===== src/hdl/rtcam_pkg.sv =====
// Package of the clockwatch alarm and load block: map, fields, timing.
// Assumes a 50 MHz system clock and a 32-bit AXI4-Lite register bus.
`default_nettype none
package rtcam_pkg;
	// Register byte offsets
	localparam logic [7:0] RTCAM_OFS_RUN   = 8'h00; // Running date/time, read only
	localparam logic [7:0] RTCAM_OFS_ALARM = 8'h04; // Alarm compare values
	localparam logic [7:0] RTCAM_OFS_LOAD  = 8'h08; // Load values, write copies in
	localparam logic [7:0] RTCAM_OFS_STAT  = 8'h0C; // Sticky event status, read only
	localparam logic [7:0] RTCAM_OFS_IEN   = 8'h10; // Interrupt enable
	localparam logic [7:0] RTCAM_OFS_ICLR  = 8'h14; // Write one to clear, reads zero
	// Field positions (low bit and width)
	localparam int SEC_LO = 0;
	localparam int SEC_W  = 6;
	localparam int MIN_LO = 6;
	localparam int MIN_W  = 6;
	localparam int HR_LO  = 12;
	localparam int HR_W   = 5;
	localparam int WD_LO  = 17;
	localparam int WD_W   = 3;
	localparam int MD_LO  = 20;
	localparam int MD_W   = 5;
	localparam int MO_LO  = 25;
	localparam int MO_W   = 4;
	localparam int DT_W   = 29;                          // Bits 31:29 reserved
	// Field limits
	localparam logic [5:0] SEC_MAX = 6'h3B;
	localparam logic [5:0] MIN_MAX = 6'h3B;
	localparam logic [4:0] HR_MAX  = 5'h17;
	localparam logic [2:0] WD_MAX  = 3'h7;
	localparam logic [2:0] WD_MIN  = 3'h1;
	localparam logic [4:0] MD_MIN  = 5'h01;
	localparam logic [3:0] MO_MAX  = 4'hC;
	localparam logic [3:0] MO_MIN  = 4'h1;
	localparam logic [3:0] MO_FEB  = 4'h2;
	localparam logic [3:0] MO_APR  = 4'h4;
	localparam logic [3:0] MO_JUN  = 4'h6;
	localparam logic [3:0] MO_SEP  = 4'h9;
	localparam logic [3:0] MO_NOV  = 4'hB;
	localparam logic [4:0] LEN_28  = 5'h1C;
	localparam logic [4:0] LEN_29  = 5'h1D;
	localparam logic [4:0] LEN_30  = 5'h1E;
	localparam logic [4:0] LEN_31  = 5'h1F;
	// Reset values
	localparam logic [28:0] RUN_RST   = 29'h02120000;    // 1 January, Sunday, 00:00:00
	localparam logic [28:0] ALARM_RST = 29'h00000000;
	localparam logic [28:0] LOAD_RST  = 29'h00000000;
	// Response codes
	localparam logic [1:0] RESP_OKAY   = 2'h0;
	localparam logic [1:0] RESP_SLVERR = 2'h2;
	// Timing
	localparam longint CLK_FREQ_HZ    = 50_000_000;
	localparam longint TICK_PERIOD_MS = 1000;
	localparam int     TICK_CYCLES    = int'(CLK_FREQ_HZ * TICK_PERIOD_MS / 1000);
endpackage
`default_nettype wire


===== src/hdl/rtcam_top.sv =====
// Clockwatch with alarm compare and load registers behind an AXI4-Lite slave.
// Assumes one clock, synchronous reset, and a leap-year level from same-clock logic.
//
// How it works
// - Seconds alarm 0..59 compared, 60..63 never
// - Minutes alarm 0..59 compared, 60..63 never
// - Hours alarm 0..23 compared, 24..31 never
// - Weekday alarm zero means ignore weekday
// - Day-of-month alarm zero means ignore day
// - Month alarm 1..12, zero ignores, 13..15 never
// - All alarm fields read zero after reset
// - Weekday Sunday 1 to Saturday 7, zero only if loaded, then steps to 1
// - Month January 1 to December 12
// - Match raises sticky event until cleared by one
// - Running time shares alarm field positions
//
// Decided for this implementation: the AXI4-Lite register port.
`default_nettype none
module rtcam_top
	import rtcam_pkg::*;
#(
	parameter int TICK_DIV = TICK_CYCLES                 // System cycles per second
) (
	input  wire logic        I_CLK,
	input  wire logic        I_SYS_RST,
	input  wire logic        I_LEAP_YEAR,                // Current year is a leap year
	input  wire logic [7:0]  I_AWADDR,
	input  wire logic        I_AWVALID,
	output logic             O_AWREADY,
	input  wire logic [31:0] I_WDATA,
	input  wire logic [3:0]  I_WSTRB,
	input  wire logic        I_WVALID,
	output logic             O_WREADY,
	output logic [1:0]       O_BRESP,
	output logic             O_BVALID,
	input  wire logic        I_BREADY,
	input  wire logic [7:0]  I_ARADDR,
	input  wire logic        I_ARVALID,
	output logic             O_ARREADY,
	output logic [31:0]      O_RDATA,
	output logic [1:0]       O_RRESP,
	output logic             O_RVALID,
	input  wire logic        I_RREADY,
	output logic             O_ALARM_MATCH,              // One-cycle pulse on each hit
	output logic             O_IRQ                       // Level, enabled event pending
);
	// Refuse a divider too short to leave a gap between ticks
	if (TICK_DIV < 2) begin
		$error("TICK_DIV must be at least 2");
	end

	// Days in a month, leap February gets 29
	function automatic logic [4:0] month_len(input logic [3:0] mo, input logic leap);
		logic [4:0] len;
		len = LEN_31;
		if (mo == MO_FEB) len = leap ? LEN_29 : LEN_28;
		else if (mo == MO_APR || mo == MO_JUN || mo == MO_SEP || mo == MO_NOV) len = LEN_30;
		return len;
	endfunction

	// One second forward with all carries
	function automatic logic [28:0] advance(input logic [28:0] t, input logic leap);
		logic [5:0] s;
		logic [5:0] m;
		logic [4:0] h;
		logic [2:0] w;
		logic [4:0] d;
		logic [3:0] mo;
		s  = t[SEC_LO +: SEC_W];
		m  = t[MIN_LO +: MIN_W];
		h  = t[HR_LO +: HR_W];
		w  = t[WD_LO +: WD_W];
		d  = t[MD_LO +: MD_W];
		mo = t[MO_LO +: MO_W];
		if (s < SEC_MAX) s = s + 6'h01;
		else begin
			s = 6'h00;
			if (m < MIN_MAX) m = m + 6'h01;
			else begin
				m = 6'h00;
				if (h < HR_MAX) h = h + 5'h01;
				else begin
					h = 5'h00;
					w = (w >= WD_MAX) ? WD_MIN : w + 3'h1;
					if (d < month_len(mo, leap)) d = d + 5'h01;
					else begin
						d  = MD_MIN;
						mo = (mo >= MO_MAX) ? MO_MIN : mo + 4'h1;
					end
				end
			end
		end
		return {mo, d, w, h, m, s};
	endfunction

	// Alarm hit test of running time against alarm value
	function automatic logic alarm_hit(input logic [28:0] t, input logic [28:0] a);
		logic ok;
		ok = (a[SEC_LO +: SEC_W] <= SEC_MAX) && (a[SEC_LO +: SEC_W] == t[SEC_LO +: SEC_W]);
		ok = ok && (a[MIN_LO +: MIN_W] <= MIN_MAX)
			&& (a[MIN_LO +: MIN_W] == t[MIN_LO +: MIN_W]);
		ok = ok && (a[HR_LO +: HR_W] <= HR_MAX) && (a[HR_LO +: HR_W] == t[HR_LO +: HR_W]);
		ok = ok && (a[WD_LO +: WD_W] == 3'h0 || a[WD_LO +: WD_W] == t[WD_LO +: WD_W]);
		ok = ok && (a[MD_LO +: MD_W] == 5'h00 || a[MD_LO +: MD_W] == t[MD_LO +: MD_W]);
		ok = ok && (a[MO_LO +: MO_W] <= MO_MAX)
			&& (a[MO_LO +: MO_W] == 4'h0 || a[MO_LO +: MO_W] == t[MO_LO +: MO_W]);
		return ok;
	endfunction

	// Apply byte strobes to a stored word, reserved bits dropped
	function automatic logic [28:0] merge(input logic [28:0] old, input logic [31:0] wd,
		input logic [3:0] st);
		logic [31:0] r;
		r = {3'h0, old};
		for (int i = 0; i < 4; i++) begin
			if (st[i]) r[8*i +: 8] = wd[8*i +: 8];
		end
		return r[DT_W-1:0];
	endfunction

	logic [28:0] run_dt;                                  // Running date/time
	logic [28:0] alarm_dt;                                // Alarm compare value
	logic [28:0] load_dt;                                 // Last written load value
	logic        stat;                                    // Sticky alarm event
	logic        ien;                                     // Interrupt enable
	logic        updated;                                 // Running time changed last cycle
	logic [31:0] tick_cnt;                                // Second divider
	logic        aw_got;                                  // Write address held
	logic        w_got;                                   // Write data held
	logic [7:0]  aw_addr;
	logic [31:0] w_data;
	logic [3:0]  w_strb;

	// Decoding of the held write and of the read address
	wire        tick      = (tick_cnt == 32'(TICK_DIV - 1));
	wire        wr_go     = aw_got && w_got && !O_BVALID;
	wire        wr_alarm  = wr_go && (aw_addr == RTCAM_OFS_ALARM);
	wire        wr_load   = wr_go && (aw_addr == RTCAM_OFS_LOAD);
	wire        wr_ien    = wr_go && (aw_addr == RTCAM_OFS_IEN);
	wire        wr_clr    = wr_go && (aw_addr == RTCAM_OFS_ICLR) && w_strb[0] && w_data[0];
	wire        wr_known  = (aw_addr == RTCAM_OFS_RUN) || (aw_addr == RTCAM_OFS_ALARM)
		|| (aw_addr == RTCAM_OFS_LOAD) || (aw_addr == RTCAM_OFS_STAT)
		|| (aw_addr == RTCAM_OFS_IEN) || (aw_addr == RTCAM_OFS_ICLR);
	wire        rd_go     = I_ARVALID && O_ARREADY;
	wire        rd_known  = (I_ARADDR == RTCAM_OFS_RUN) || (I_ARADDR == RTCAM_OFS_ALARM)
		|| (I_ARADDR == RTCAM_OFS_LOAD) || (I_ARADDR == RTCAM_OFS_STAT)
		|| (I_ARADDR == RTCAM_OFS_IEN) || (I_ARADDR == RTCAM_OFS_ICLR);
	wire [28:0] rd_word   = (I_ARADDR == RTCAM_OFS_RUN)   ? run_dt
		: (I_ARADDR == RTCAM_OFS_ALARM) ? alarm_dt
		: (I_ARADDR == RTCAM_OFS_LOAD)  ? load_dt
		: (I_ARADDR == RTCAM_OFS_STAT)  ? {28'h0, stat}
		: (I_ARADDR == RTCAM_OFS_IEN)   ? {28'h0, ien} : 29'h0;
	wire        hit       = updated && alarm_hit(run_dt, alarm_dt);
	wire        next_stat = hit || (stat && !wr_clr);     // Set wins over clear
	wire [28:0] next_load = merge(load_dt, w_data, w_strb); // Held word, strobed bytes only
	wire        next_ien  = (wr_ien && w_strb[0]) ? w_data[0] : ien; // Enable after this edge

	// Second divider
	always_ff @(posedge I_CLK) begin
		if (I_SYS_RST || tick) tick_cnt <= 32'h0;
		else tick_cnt <= tick_cnt + 32'h1;
	end

	// Running clockwatch; a load write takes priority over the tick
	always_ff @(posedge I_CLK) begin
		if (I_SYS_RST) begin
			run_dt  <= RUN_RST;
			updated <= 1'b0;
		end else begin
			if (wr_load) run_dt <= next_load;
			else if (tick) run_dt <= advance(run_dt, I_LEAP_YEAR);
			updated <= wr_load || tick;
		end
	end

	// Software-written registers
	always_ff @(posedge I_CLK) begin
		if (I_SYS_RST) begin
			alarm_dt <= ALARM_RST;
			load_dt  <= LOAD_RST;
			ien      <= 1'b0;
		end else begin
			if (wr_alarm) alarm_dt <= merge(alarm_dt, w_data, w_strb);
			if (wr_load) load_dt <= next_load;
			ien <= next_ien;
		end
	end

	// Sticky event, interrupt and match pulse
	always_ff @(posedge I_CLK) begin
		if (I_SYS_RST) begin
			stat          <= 1'b0;
			O_IRQ         <= 1'b0;
			O_ALARM_MATCH <= 1'b0;
		end else begin
			stat          <= next_stat;
			O_IRQ         <= next_stat && next_ien;
			O_ALARM_MATCH <= hit;
		end
	end

	// Write channels: address and data in either order, then response
	always_ff @(posedge I_CLK) begin
		if (I_SYS_RST) begin
			aw_got    <= 1'b0;
			w_got     <= 1'b0;
			aw_addr   <= 8'h00;
			w_data    <= 32'h0;
			w_strb    <= 4'h0;
			O_AWREADY <= 1'b1;
			O_WREADY  <= 1'b1;
			O_BVALID  <= 1'b0;
			O_BRESP   <= RESP_OKAY;
		end else begin
			if (I_AWVALID && O_AWREADY) begin
				aw_got    <= 1'b1;
				aw_addr   <= I_AWADDR;
				O_AWREADY <= 1'b0;
			end
			if (I_WVALID && O_WREADY) begin
				w_got    <= 1'b1;
				w_data   <= I_WDATA;
				w_strb   <= I_WSTRB;
				O_WREADY <= 1'b0;
			end
			if (wr_go) begin
				aw_got   <= 1'b0;
				w_got    <= 1'b0;
				O_BVALID <= 1'b1;
				O_BRESP  <= wr_known ? RESP_OKAY : RESP_SLVERR;
			end
			if (O_BVALID && I_BREADY) begin
				O_BVALID  <= 1'b0;
				O_AWREADY <= 1'b1;
				O_WREADY  <= 1'b1;
			end
		end
	end

	// Read channel: one cycle from address to data
	always_ff @(posedge I_CLK) begin
		if (I_SYS_RST) begin
			O_ARREADY <= 1'b1;
			O_RVALID  <= 1'b0;
			O_RDATA   <= 32'h0;
			O_RRESP   <= RESP_OKAY;
		end else if (rd_go) begin
			O_ARREADY <= 1'b0;
			O_RVALID  <= 1'b1;
			O_RDATA   <= {3'h0, rd_word};
			O_RRESP   <= rd_known ? RESP_OKAY : RESP_SLVERR;
		end else if (O_RVALID && I_RREADY) begin
			O_RVALID  <= 1'b0;
			O_ARREADY <= 1'b1;
		end
	end

	// Checks
	sec_never_a: assert property (@(posedge I_CLK) disable iff (I_SYS_RST)
		alarm_dt[SEC_LO +: SEC_W] > SEC_MAX |=> !O_ALARM_MATCH)
		else $error("match with invalid seconds alarm");
	min_never_a: assert property (@(posedge I_CLK) disable iff (I_SYS_RST)
		alarm_dt[MIN_LO +: MIN_W] > MIN_MAX |=> !O_ALARM_MATCH)
		else $error("match with invalid minutes alarm");
	hour_never_a: assert property (@(posedge I_CLK) disable iff (I_SYS_RST)
		alarm_dt[HR_LO +: HR_W] > HR_MAX |=> !O_ALARM_MATCH)
		else $error("match with invalid hours alarm");
	wday_ignore_a: assert property (@(posedge I_CLK) disable iff (I_SYS_RST)
		O_ALARM_MATCH && $past(alarm_dt[WD_LO +: WD_W]) != 3'h0
		|-> $past(alarm_dt[WD_LO +: WD_W]) == $past(run_dt[WD_LO +: WD_W]))
		else $error("weekday mismatch yet matched");
	mday_ignore_a: assert property (@(posedge I_CLK) disable iff (I_SYS_RST)
		O_ALARM_MATCH && $past(alarm_dt[MD_LO +: MD_W]) != 5'h00
		|-> $past(alarm_dt[MD_LO +: MD_W]) == $past(run_dt[MD_LO +: MD_W]))
		else $error("day of month mismatch yet matched");
	irq_level_a: assert property (@(posedge I_CLK) disable iff (I_SYS_RST)
		O_IRQ == (stat && ien))
		else $error("interrupt level differs from enabled event");
	month_never_a: assert property (@(posedge I_CLK) disable iff (I_SYS_RST)
		alarm_dt[MO_LO +: MO_W] > MO_MAX |=> !O_ALARM_MATCH)
		else $error("match with invalid month alarm");
	alarm_reset_a: assert property (@(posedge I_CLK)
		$past(I_SYS_RST) |-> alarm_dt == 29'h0)
		else $error("alarm not zero after reset");
	event_sticky_a: assert property (@(posedge I_CLK) disable iff (I_SYS_RST)
		stat && !wr_clr |=> stat)
		else $error("event lost without clear");
	hit_sets_a: assert property (@(posedge I_CLK) disable iff (I_SYS_RST)
		O_ALARM_MATCH |-> stat)
		else $error("hit did not set event");
	load_copy_a: assert property (@(posedge I_CLK) disable iff (I_SYS_RST)
		wr_load |=> run_dt == load_dt)
		else $error("load not copied to running time");
	rsvd_zero_a: assert property (@(posedge I_CLK) disable iff (I_SYS_RST)
		O_RVALID |-> O_RDATA[31:29] == 3'h0)
		else $error("reserved bits not zero");
	cover_match_c: cover property (@(posedge I_CLK) disable iff (I_SYS_RST) O_ALARM_MATCH);
	cover_clear_c: cover property (@(posedge I_CLK) disable iff (I_SYS_RST) stat ##1 !stat);
	cover_load_c:  cover property (@(posedge I_CLK) disable iff (I_SYS_RST) wr_load);
	cover_irq_c:   cover property (@(posedge I_CLK) disable iff (I_SYS_RST) O_IRQ);
endmodule
`default_nettype wire


===== config.mk =====
export PLATFORM = sky130hd
export DESIGN_NAME = rtcam_top
export DESIGN_NICKNAME = d
export VERILOG_FILES = /design/src/hdl/rtcam_pkg.sv /design/src/hdl/rtcam_top.sv
export SDC_FILE = /design/constraint.sdc
export NUM_CORES = 1
export LEC_CHECK = 0
export BUFFER_PORTS_ARGS = -buffer_cell sky130_fd_sc_hd__buf_2
export CORE_MARGIN = 2
export CORE_UTILIZATION = 64
export DETAILED_ROUTE_END_ITERATION = 7
export PLACE_DENSITY = 0.95
export SLEW_MARGIN = 0
export SYNTH_ARGS = -nofsm -noshare
export SYNTH_HDL_FRONTEND = slang
export SYNTH_SLANG_ARGS = --single-unit

===== constraint.sdc =====
create_clock -name I_CLK -period 4.1 [get_ports I_CLK]
set_clock_uncertainty 0.05 [all_clocks]
set_input_delay 0.205 -clock I_CLK [delete_from_list [all_inputs] [get_ports I_CLK]]
set_output_delay 0.205 -clock I_CLK [all_outputs]
set_load 0.02 [all_outputs]

Word level (Yosys, flattened, before mapping)

Index checks and enable logic that the tools add are counted.

Bits in registers: 205
Input port bits: 60
Word-level logic and storage cells: 182

Add/sub/neg operators: 7
Reductions and logical operators: 64
Equality and inequality tests: 26
Muxes and demuxes: 46
Magnitude comparators: 10

Operators by type and width:

| cell                                                  | count |
|---|---|
| 2-to-1 mux 29 bit                                     | 5 |
| 2-to-1 mux 5 bit                                      | 14 |
| adder 32 x 1 -> 32 bit, second input constant         | 1 |
| equality test 32 x 26 -> 1 bit, second input constant | 1 |
| equality test 8 x 4 -> 1 bit, second input constant   | 4 |
| equality test 8 x 5 -> 1 bit, second input constant   | 4 |
| logical AND 1 bit                                     | 26 |
| 2-to-1 mux 8 bit                                      | 3 |
| 2-to-1 mux 4 bit                                      | 5 |
| logical OR 1 bit                                      | 19 |
| 2-to-1 mux 6 bit                                      | 3 |
| equality test 8 x 3 -> 1 bit, second input constant   | 2 |
| zero test 8 bit                                       | 2 |
| adder 6 x 1 -> 6 bit, second input constant           | 2 |
| equality test 6 bit                                   | 2 |
| less-or-equal comparator 6 bit, second input constant | 2 |
| less-than comparator 6 bit, second input constant     | 2 |
| 2-to-1 mux 3 bit                                      | 4 |
| adder 5 x 1 -> 5 bit, second input constant           | 2 |
| equality test 5 bit                                   | 2 |
| AND reduction 2 bit                                   | 5 |
| 2-to-1 mux 1 bit                                      | 9 |
| equality test 4 x 3 -> 1 bit, second input constant   | 2 |
| equality test 4 bit, second input constant            | 2 |
| other kinds (22)                                      | 30 |

Depth between registers and ports, before layout

Gate-level depths: netlist of the first run.

Depth after elaboration: 19
Mapped depth: 8
Depth with buffers taken out: 8

Least setup slack after synthesis of the first run

No wires, ideal clock.

Path kind: reg2reg
From: reg run_dt[0]
To: reg run_dt[14]
Setup slack: 1826 ps
Required time: 3976 ps
Arrival: 2150 ps
Buffers on the path: 1
Setup time: 74 ps
Cell stages (with the launch flop): 8
Cells stage by stage: dfxtp_1 ha_1 o2111a_1 nand3_1 or4_4 buf_6 or4_1 a31oi_1

Cells in the longest elaborated chain, start to end: 3

Ends and longest elaborated chain:

| what                            | line             | RTL |
|---|---|---|
| from (decl)                     | rtcam_top.sv:121 | `logic [28:0] run_dt;` |
| from (signal assigned)          | rtcam_top.sv:170 | `if (wr_load) run_dt <= next_load;` |
| from (signal assigned)          | rtcam_top.sv:171 | `else if (tick) run_dt <= advance(run_dt, I_LEAP_YEAR);` |
| less-than comparator 6 bit      | rtcam_top.sv:75  | `if (s < SEC_MAX) s = s + 6'h01;` |
| inequality test 2 bit (no line) | -                |  |
| AND reduction 3 bit (no line)   | -                |  |

No other way between the ends.
A chain may end at the register's enable or synchronous reset.

Worst setup path after layout of the first run

From: reg run_dt[6]
To: reg run_dt[26]

Cells in the longest elaborated chain, start to end: 3

Ends and longest elaborated chain:

| what                            | line            | RTL |
|---|---|---|
| less-than comparator 6 bit      | rtcam_top.sv:78 | `if (m < MIN_MAX) m = m + 6'h01;` |
| inequality test 2 bit (no line) | -               |  |
| AND reduction 5 bit (no line)   | -               |  |

No other way between the ends.

==> results of run 1 <==
-- placed cells by master (no fill, tap or decap), types with 14 or more instances in the layout --
cell / count
a211oi_1: 15
dfxtp_1: 203
dlygate4sd3_1: 45
xnor2_1: 36
nor2_1: 93
buf_2: 93
inv_1: 15
nand4_1: 17
nand3_1: 93
nor2b_1: 14
o21ai_0: 51
nor3_1: 15
nor4_1: 15
a21oi_1: 120
nand2_1: 204
clkbuf_16: 21
mux2i_1: 85
-- where the power goes --
group,switching [uW],internal (uW)
combinational,157,107
sequential,63.3,2010
clock,794,1320
-- through the flow --
step	hold WS, ps	util [%]	std cells
2_1_floorplan	255.4	-	1235
3_3_place_gp	362.8	67.95	1429
3_5_place_dp	388.6	67.95	1429
4_1_cts	5.469	75.96	1511
5_1_grt	47.12	75.98	1512
6_report	33.75	75.98	1512
-- area by class of cell --
class,instances,area [um2],share of cell area [%]
Inverter,15,56.30,0.4875
Sequential cell,203,4064,35.19
Clock inverter,11,182.7,1.582
Multi-Input combinational cell,922,5449,47.18
Timing Repair Buffer,146,975.9,8.450
Tap cell,188,235.2,2.037
Clock buffer,26,584.3,5.059
Antenna cell,1,2.502,0.02167
-- flip-flops by register name, summed over array words and instances, names as in the netlist, 4 cells and up --
register	count
w_strb	4
alarm_dt	29
w_data	29
O_RDATA	29
aw_addr	8
load_dt	29
run_dt	29
tick_cnt	32
-- worst min path at each step --
stage | from | to | slack [ps] | cells after the start
6_report | I_AWVALID | aw_addr[0] | 30 | 3
5_1_grt | I_AWVALID | aw_addr[0] | 50 | 3
4_1_cts | I_AWVALID | aw_addr[5] | 5 | 3
3_5_place_dp | I_WVALID | O_WREADY | 390 | 2
3_3_place_gp | I_WVALID | O_WREADY | 360 | 2
2_1_floorplan | I_WVALID | O_WREADY | 260 | 1
-- worst max-delay path, delay by kind of cell, from the launching register on --
| family | cells | cell delay [ps] |
|---|---|---|
| adder cells (fa/ha/maj) | 1 | 300 |
| flip-flops | 1 | 440 |
| multiplexers | 1 | 290 |
| AND/OR/NAND/NOR | 2 | 880 |
| AO/OA/AOI/OAI | 2 | 770 |
-- cell families (layout without fill, tap and decap cells) --
| family | Yosys count | after routing |
|---|---|---|
| AND/OR/NAND/NOR | 524 | 524 |
| buffers and inverters | 110 | 198 |
| other | 1 | 6 |
| AO/OA/AOI/OAI | 242 | 242 |
| adder cells (fa/ha/maj) | 13 | 13 |
| flip-flops | 203 | 203 |
| XOR/XNOR | 48 | 48 |
| multiplexers | 90 | 90 |
-- what timing repair did --
action	CTS	global route
hold buffers	45	0
hold endpoints to repair	46	0
endpoints found under the setup margin	0	0
-- routing by layer --
metal	part of all wire [%]	track usage [%]
met2	46	55.18
met3	10	6.071
met4	3.2	12.34
met1	40	43.60
met5	0	0
==> impl_metrics.env, run 1 <==
export IMPL_critPathMaxFanout=6
export IMPL_hpwlAfterDp_um=17100
export IMPL_area_delta_synth_final_pct=16.07
export IMPL_worstMarginPinSlew_ps=1205
export IMPL_initial_core_util_pct=65.46
export IMPL_ctsResizeCount=0
export IMPL_p_per_area_nw_per_um2=385.7
export IMPL_wl_per_cell_um=18.38
export IMPL_yosysMostFrequentCell="nand2_1"
export IMPL_synth_area_mux_share_pct=9.116
export IMPL_ys_async_sr_fraction_pct=0
export IMPL_port_buffers=94
export IMPL_worstPathArrival_ps=3190
export IMPL_postCtsSetupBuffers=0
export IMPL_insertion_delay_ps=490
export IMPL_cts_buffer_depth=3
export IMPL_place_congestion=0.9276
export IMPL_num_vias=9700
export IMPL_cts_buffers=21
export IMPL_yosys_top_cells_count="nand2_1, dfxtp_1, a21oi_1"
export IMPL_cts_tree="yes"
export IMPL_slew_violations=0
export IMPL_nets=1381
export IMPL_ys_flop_type="dfxtp_1"
export IMPL_synth_area_top_cells="dfxtp_1, mux2i_1, nand2_1"
export IMPL_coreArea_um2=15200
export IMPL_cp_endpoint="run_dt[26]"
export IMPL_p_leak_uw=0.004453
export IMPL_cts_reportedPaths_clkPinSlew_ps=70
export IMPL_netlist_top_cell_by_area="dfxtp_1"
export IMPL_crit_type="flop to flop"
export IMPL_drt_iter0_drc=1168
export IMPL_rsz0062_at_grt="no"
export IMPL_cp_startpoint="run_dt[6]"
export IMPL_hold_viol=0
export IMPL_clock_sinks=203
export IMPL_crit_reg2reg_launch="run_dt[6]"
export IMPL_reg2reg_slack_ps=1250
export IMPL_synthAdderAreaFrac_pct=1.609
export IMPL_required_ps=4430
export IMPL_cp_slowest_stage_delay_ps=480
export IMPL_r2r_cells=6
export IMPL_seq_area_frac_synth_pct=40.84
export IMPL_vias_per_cell=6.415
export IMPL_row_count=45
export IMPL_reg2reg_to="run_dt[26]"
export IMPL_synthesis_area_um2=9951
export IMPL_relSlewSlack_pct=19.66
export IMPL_netlist_instances=1231
export IMPL_layout_setup_ws_ps=1249
export IMPL_synth_ff_latch_count=203
export IMPL_synthXorXnorAreaFrac_pct=4.225
export IMPL_dieArea_um2=16560
export IMPL_status="completed"
export IMPL_h_tree_depth=1
export IMPL_grt_first_pass_wirelength_um=44940
export IMPL_die_w_um=128.7
export IMPL_fin_crit_sh_pct=69.54
export IMPL_synth_compound_area_share_pct=14.28
export IMPL_synth_top_family_by_area="simple AND/OR/NAND/NOR gates"
export IMPL_gr_total_overflow=0
export IMPL_clockRootBuffer="clkbuf_16"
export IMPL_drc=0
export IMPL_grt_pass1_vias=9127
export IMPL_cp_slowest_cell="nor4_1"
export IMPL_ant_nets=0
export IMPL_end_kind="flop"
export IMPL_grt_usage_pct=33.28
export IMPL_design_area_um2=11550
export IMPL_die_h_um=128.7
export IMPL_synth_top_cell_area_share_pct=40.84
export IMPL_post_dp_cell_area_um2=10330
export IMPL_ys_types=66
export IMPL_period_minus_slack_ps=2851
export IMPL_wirelength_um=27800
export IMPL_fill_cells=999
export IMPL_finalSetupTns_ps=0
export IMPL_grt_antenna_before_repair=1
export IMPL_syn_area_per_cell_um2=8.084
export IMPL_ir_drop_v=0.0003013
export IMPL_p_total_uw=4455
export IMPL_yosys_area_share_simple_pct=25.32
export IMPL_crit_path_cell_trace="ha_1 -> o2111ai_1 -> nor4_1 -> nand4_1 -> o21a_1 -> mux2_2"
export IMPL_fmax_mhz=350.7
export IMPL_hold_path_class="input pin to flop"
export IMPL_pre_cts_ws_ps=1393
export IMPL_cp_start_kind="flop"
export IMPL_synth_warnings=0
export IMPL_grt_max_degree=101
export IMPL_synth_edf_count=0
export IMPL_io_pins=103
export IMPL_finalSetupViolCount=0
export IMPL_drv_cap=0
export IMPL_firstDrtPassIters=6
export IMPL_drive_gt1_share_pct=11.79
No activity file was read; power rests on OpenSTA's default activity.
==> inputs of run 2 (changes only) <==
--- a/config.mk
+++ b/config.mk
@@ -7,9 +7,9 @@
 export LEC_CHECK = 0
 export BUFFER_PORTS_ARGS = -buffer_cell sky130_fd_sc_hd__buf_2
 export CORE_MARGIN = 2
-export CORE_UTILIZATION = 64
+export CORE_UTILIZATION = 59
 export DETAILED_ROUTE_END_ITERATION = 7
-export PLACE_DENSITY = 0.95
+export PLACE_DENSITY = 0.89
 export SLEW_MARGIN = 0
 export SYNTH_ARGS = -nofsm -noshare
 export SYNTH_HDL_FRONTEND = slang
==> constraint.sdc (replaced) <==
create_clock -name I_CLK -period 2.8 [get_ports I_CLK]
set_clock_uncertainty 0.05 [all_clocks]
set_input_delay 0.14 -clock I_CLK [delete_from_list [all_inputs] [get_ports I_CLK]]
set_output_delay 0.14 -clock I_CLK [all_outputs]
set_load 0.02 [all_outputs]
==> run 2 against run 1 <==
Die area is 8.2% higher. Non-clock buffer count up 28. Register-to-register slack worse by 1000 ps. Setup slack worse by 1000 ps. Sequential cell count unchanged. Global-route usage decreased by 3.0 points. Critical path depth grew 2. First-iteration DRC count decreased by 0.77%. Critical endpoint unchanged. Highest routed layer is now met5.
==> impl_metrics.env, run 2 (synthesis results as in run 1) <==
export IMPL_end_kind="flop"
export IMPL_mostFrequentLayoutCell="nand2_1"
export IMPL_grt_antenna_before_repair=1
export IMPL_rsz0062_at_grt="no"
export IMPL_vias_per_cell=6.073
export IMPL_hpwlAfterDp_um=17660
export IMPL_p_sw_uw=1505
export IMPL_ctsResizeCount=0
export IMPL_worstMarginPinSlew_ps=1151
export IMPL_firstDrtPassIters=6
export IMPL_num_vias=9553
export IMPL_p_leak_uw=0.004556
export IMPL_crit_type="flop to flop"
export IMPL_min_delay_start="I_ARADDR[4]"
export IMPL_nets=1410
export IMPL_postCtsHoldBufs=55
export IMPL_timing_hold_ws_ps=25.21
export IMPL_grt_usage_pct=30.28
export IMPL_io_pins=103
export IMPL_regArea_um2=4064
export IMPL_drt_iter0_drc=1159
export IMPL_largest_reg_flops=32
export IMPL_relSlewSlack_pct=23.07
export IMPL_area_delta_synth_final_pct=18.60
export IMPL_grt_max_degree=162
export IMPL_fin_crit_sh_pct=91.63
export IMPL_wl_per_cell_um=17.66
export IMPL_row_count=47
export IMPL_period_minus_slack_ps=2566
export IMPL_fill_cells=1183
export IMPL_ir_drop_v=0.0004817
export IMPL_min_to="O_RRESP[1]"
export IMPL_switching_share_pct=23.55
export IMPL_multi_input_area_um2=5449
export IMPL_place_congestion=0.9243
export IMPL_cp_startpoint="run_dt[25]"
export IMPL_slew_violations=0
export IMPL_insertion_delay_ps=510
export IMPL_hold_viol=0
export IMPL_postCtsSetupBuffers=0
export IMPL_finalSetupTns_ps=0
export IMPL_critPathMaxFanout=8
export IMPL_cts_reportedPaths_clkPinSlew_ps=60
export IMPL_drive_gt1_share_pct=12.79
export IMPL_grt_first_pass_wirelength_um=44560
export IMPL_initial_core_util_pct=60.22
export IMPL_required_ps=3140
export IMPL_clockRootBuffer="clkbuf_16"
export IMPL_crit_reg2reg_launch="run_dt[25]"
export IMPL_antenna_cells=0
export IMPL_cts_buffer_depth=3
export IMPL_fmax_mhz=389.8
export IMPL_final_cell_mix="nand2_1, dfxtp_1, a21oi_1"
export IMPL_die_h_um=133.9
export IMPL_grt_pass1_vias=8938
export IMPL_finalSetupViolCount=0
export IMPL_die_w_um=133.9
export IMPL_h_tree_depth=1
export IMPL_hold_path_class="input pin to flop"
export IMPL_coreArea_um2=16520
export IMPL_p_total_uw=6389
export IMPL_wirelength_um=27780
export IMPL_reg2reg_to="run_dt[26]"
export IMPL_drc=0
export IMPL_clock_sinks=203
export IMPL_gr_total_overflow=0
export IMPL_top_register="tick_cnt"
export IMPL_p_seq_share_pct=47.3
export IMPL_dieArea_um2=17920
export IMPL_p_int_uw=4884
export IMPL_postLayoutCoreUtil_pct=71.42
export IMPL_r2r_cells=8
export IMPL_ant_nets=0
export IMPL_clkPwrFrac_pct=46.1
export IMPL_p_comb_share_pct=6.6
export IMPL_worstPathArrival_ps=2910
export IMPL_port_buffers=94
export IMPL_hold_depth=3
export IMPL_drv_cap=0
export IMPL_cts_tree="yes"
export IMPL_cp_start_kind="flop"
export IMPL_p_per_area_nw_per_um2=541.3
export IMPL_cts_buffers=22
export IMPL_status="completed"
export IMPL_reg2reg_slack_ps=230
## run 2: changes by cell type in the layout (fill, tap and decap cells not counted), moves of 2 or more
| cell | previous run | this run |
|---|---|---|
| buf_4 | 8 | 25 |
| dlygate4sd3_1 | 45 | 55 |
| bufinv_16 | 5 | 2 |
| clkbuf_1 | 1 | 4 |
| clkbuf_16 | 21 | 23 |
## run 2: through the flow
step,instances,setup slack [ps],instance area [um2]
after floorplan,1235,525.5,9966
after global placement,1479,378.9,10520
after detailed placement,1479,275.2,10520
after CTS,1573,263.2,11800
after global routing,1573,83.37,11800
final,1573,234.3,11800
## run 2: cell type report
class | instances | area share (%)
multi-input cells | 922 | 46.17
flip-flops and latches | 203 | 34.44
repair buffers | 174 | 10.37
clock buffers | 30 | 5.354
well taps | 220 | 2.332
clock inverters | 9 | 0.8588
inverters | 15 | 0.4771
## run 2: power groups by stage
stage          Clock, uW  Combinational (uW)  Sequential [uW]
4_1_cts             2960                 406             3020
3_3_place_gp           0                 337             3080
5_1_grt             3090                 458             3030
2_1_floorplan          0                 249             3050
6_report            2940                 424             3020
3_5_place_dp           0                 344             3080
## run 2: routing by layer
layer	up-vias	part of all wire, %	track usage [%]
met5	-	0.040	0
met4	2	2.6	9.634
met3	69	8.9	5.896
met2	464	47	49.09
met1	4468	42	40.90
li1	4550	-	-
## run 2: how the worst max path moves through the flow
stage	endpoint	slack (ps)
floorplan	run_dt[14]	530
global placement	run_dt[26]	380
detailed placement	run_dt[26]	280
CTS	run_dt[26]	260
global route	run_dt[26]	80
finish	run_dt[26]	230
## run 2: critical path, cell delays in order, from the launching register on
cell,delay (ps)
dfxtp_1,470
inv_1,110
ha_1,240
nor3b_1,150
ha_1,280
o2111ai_1,240
a41o_1,250
o21a_1,300
mux2_2,360
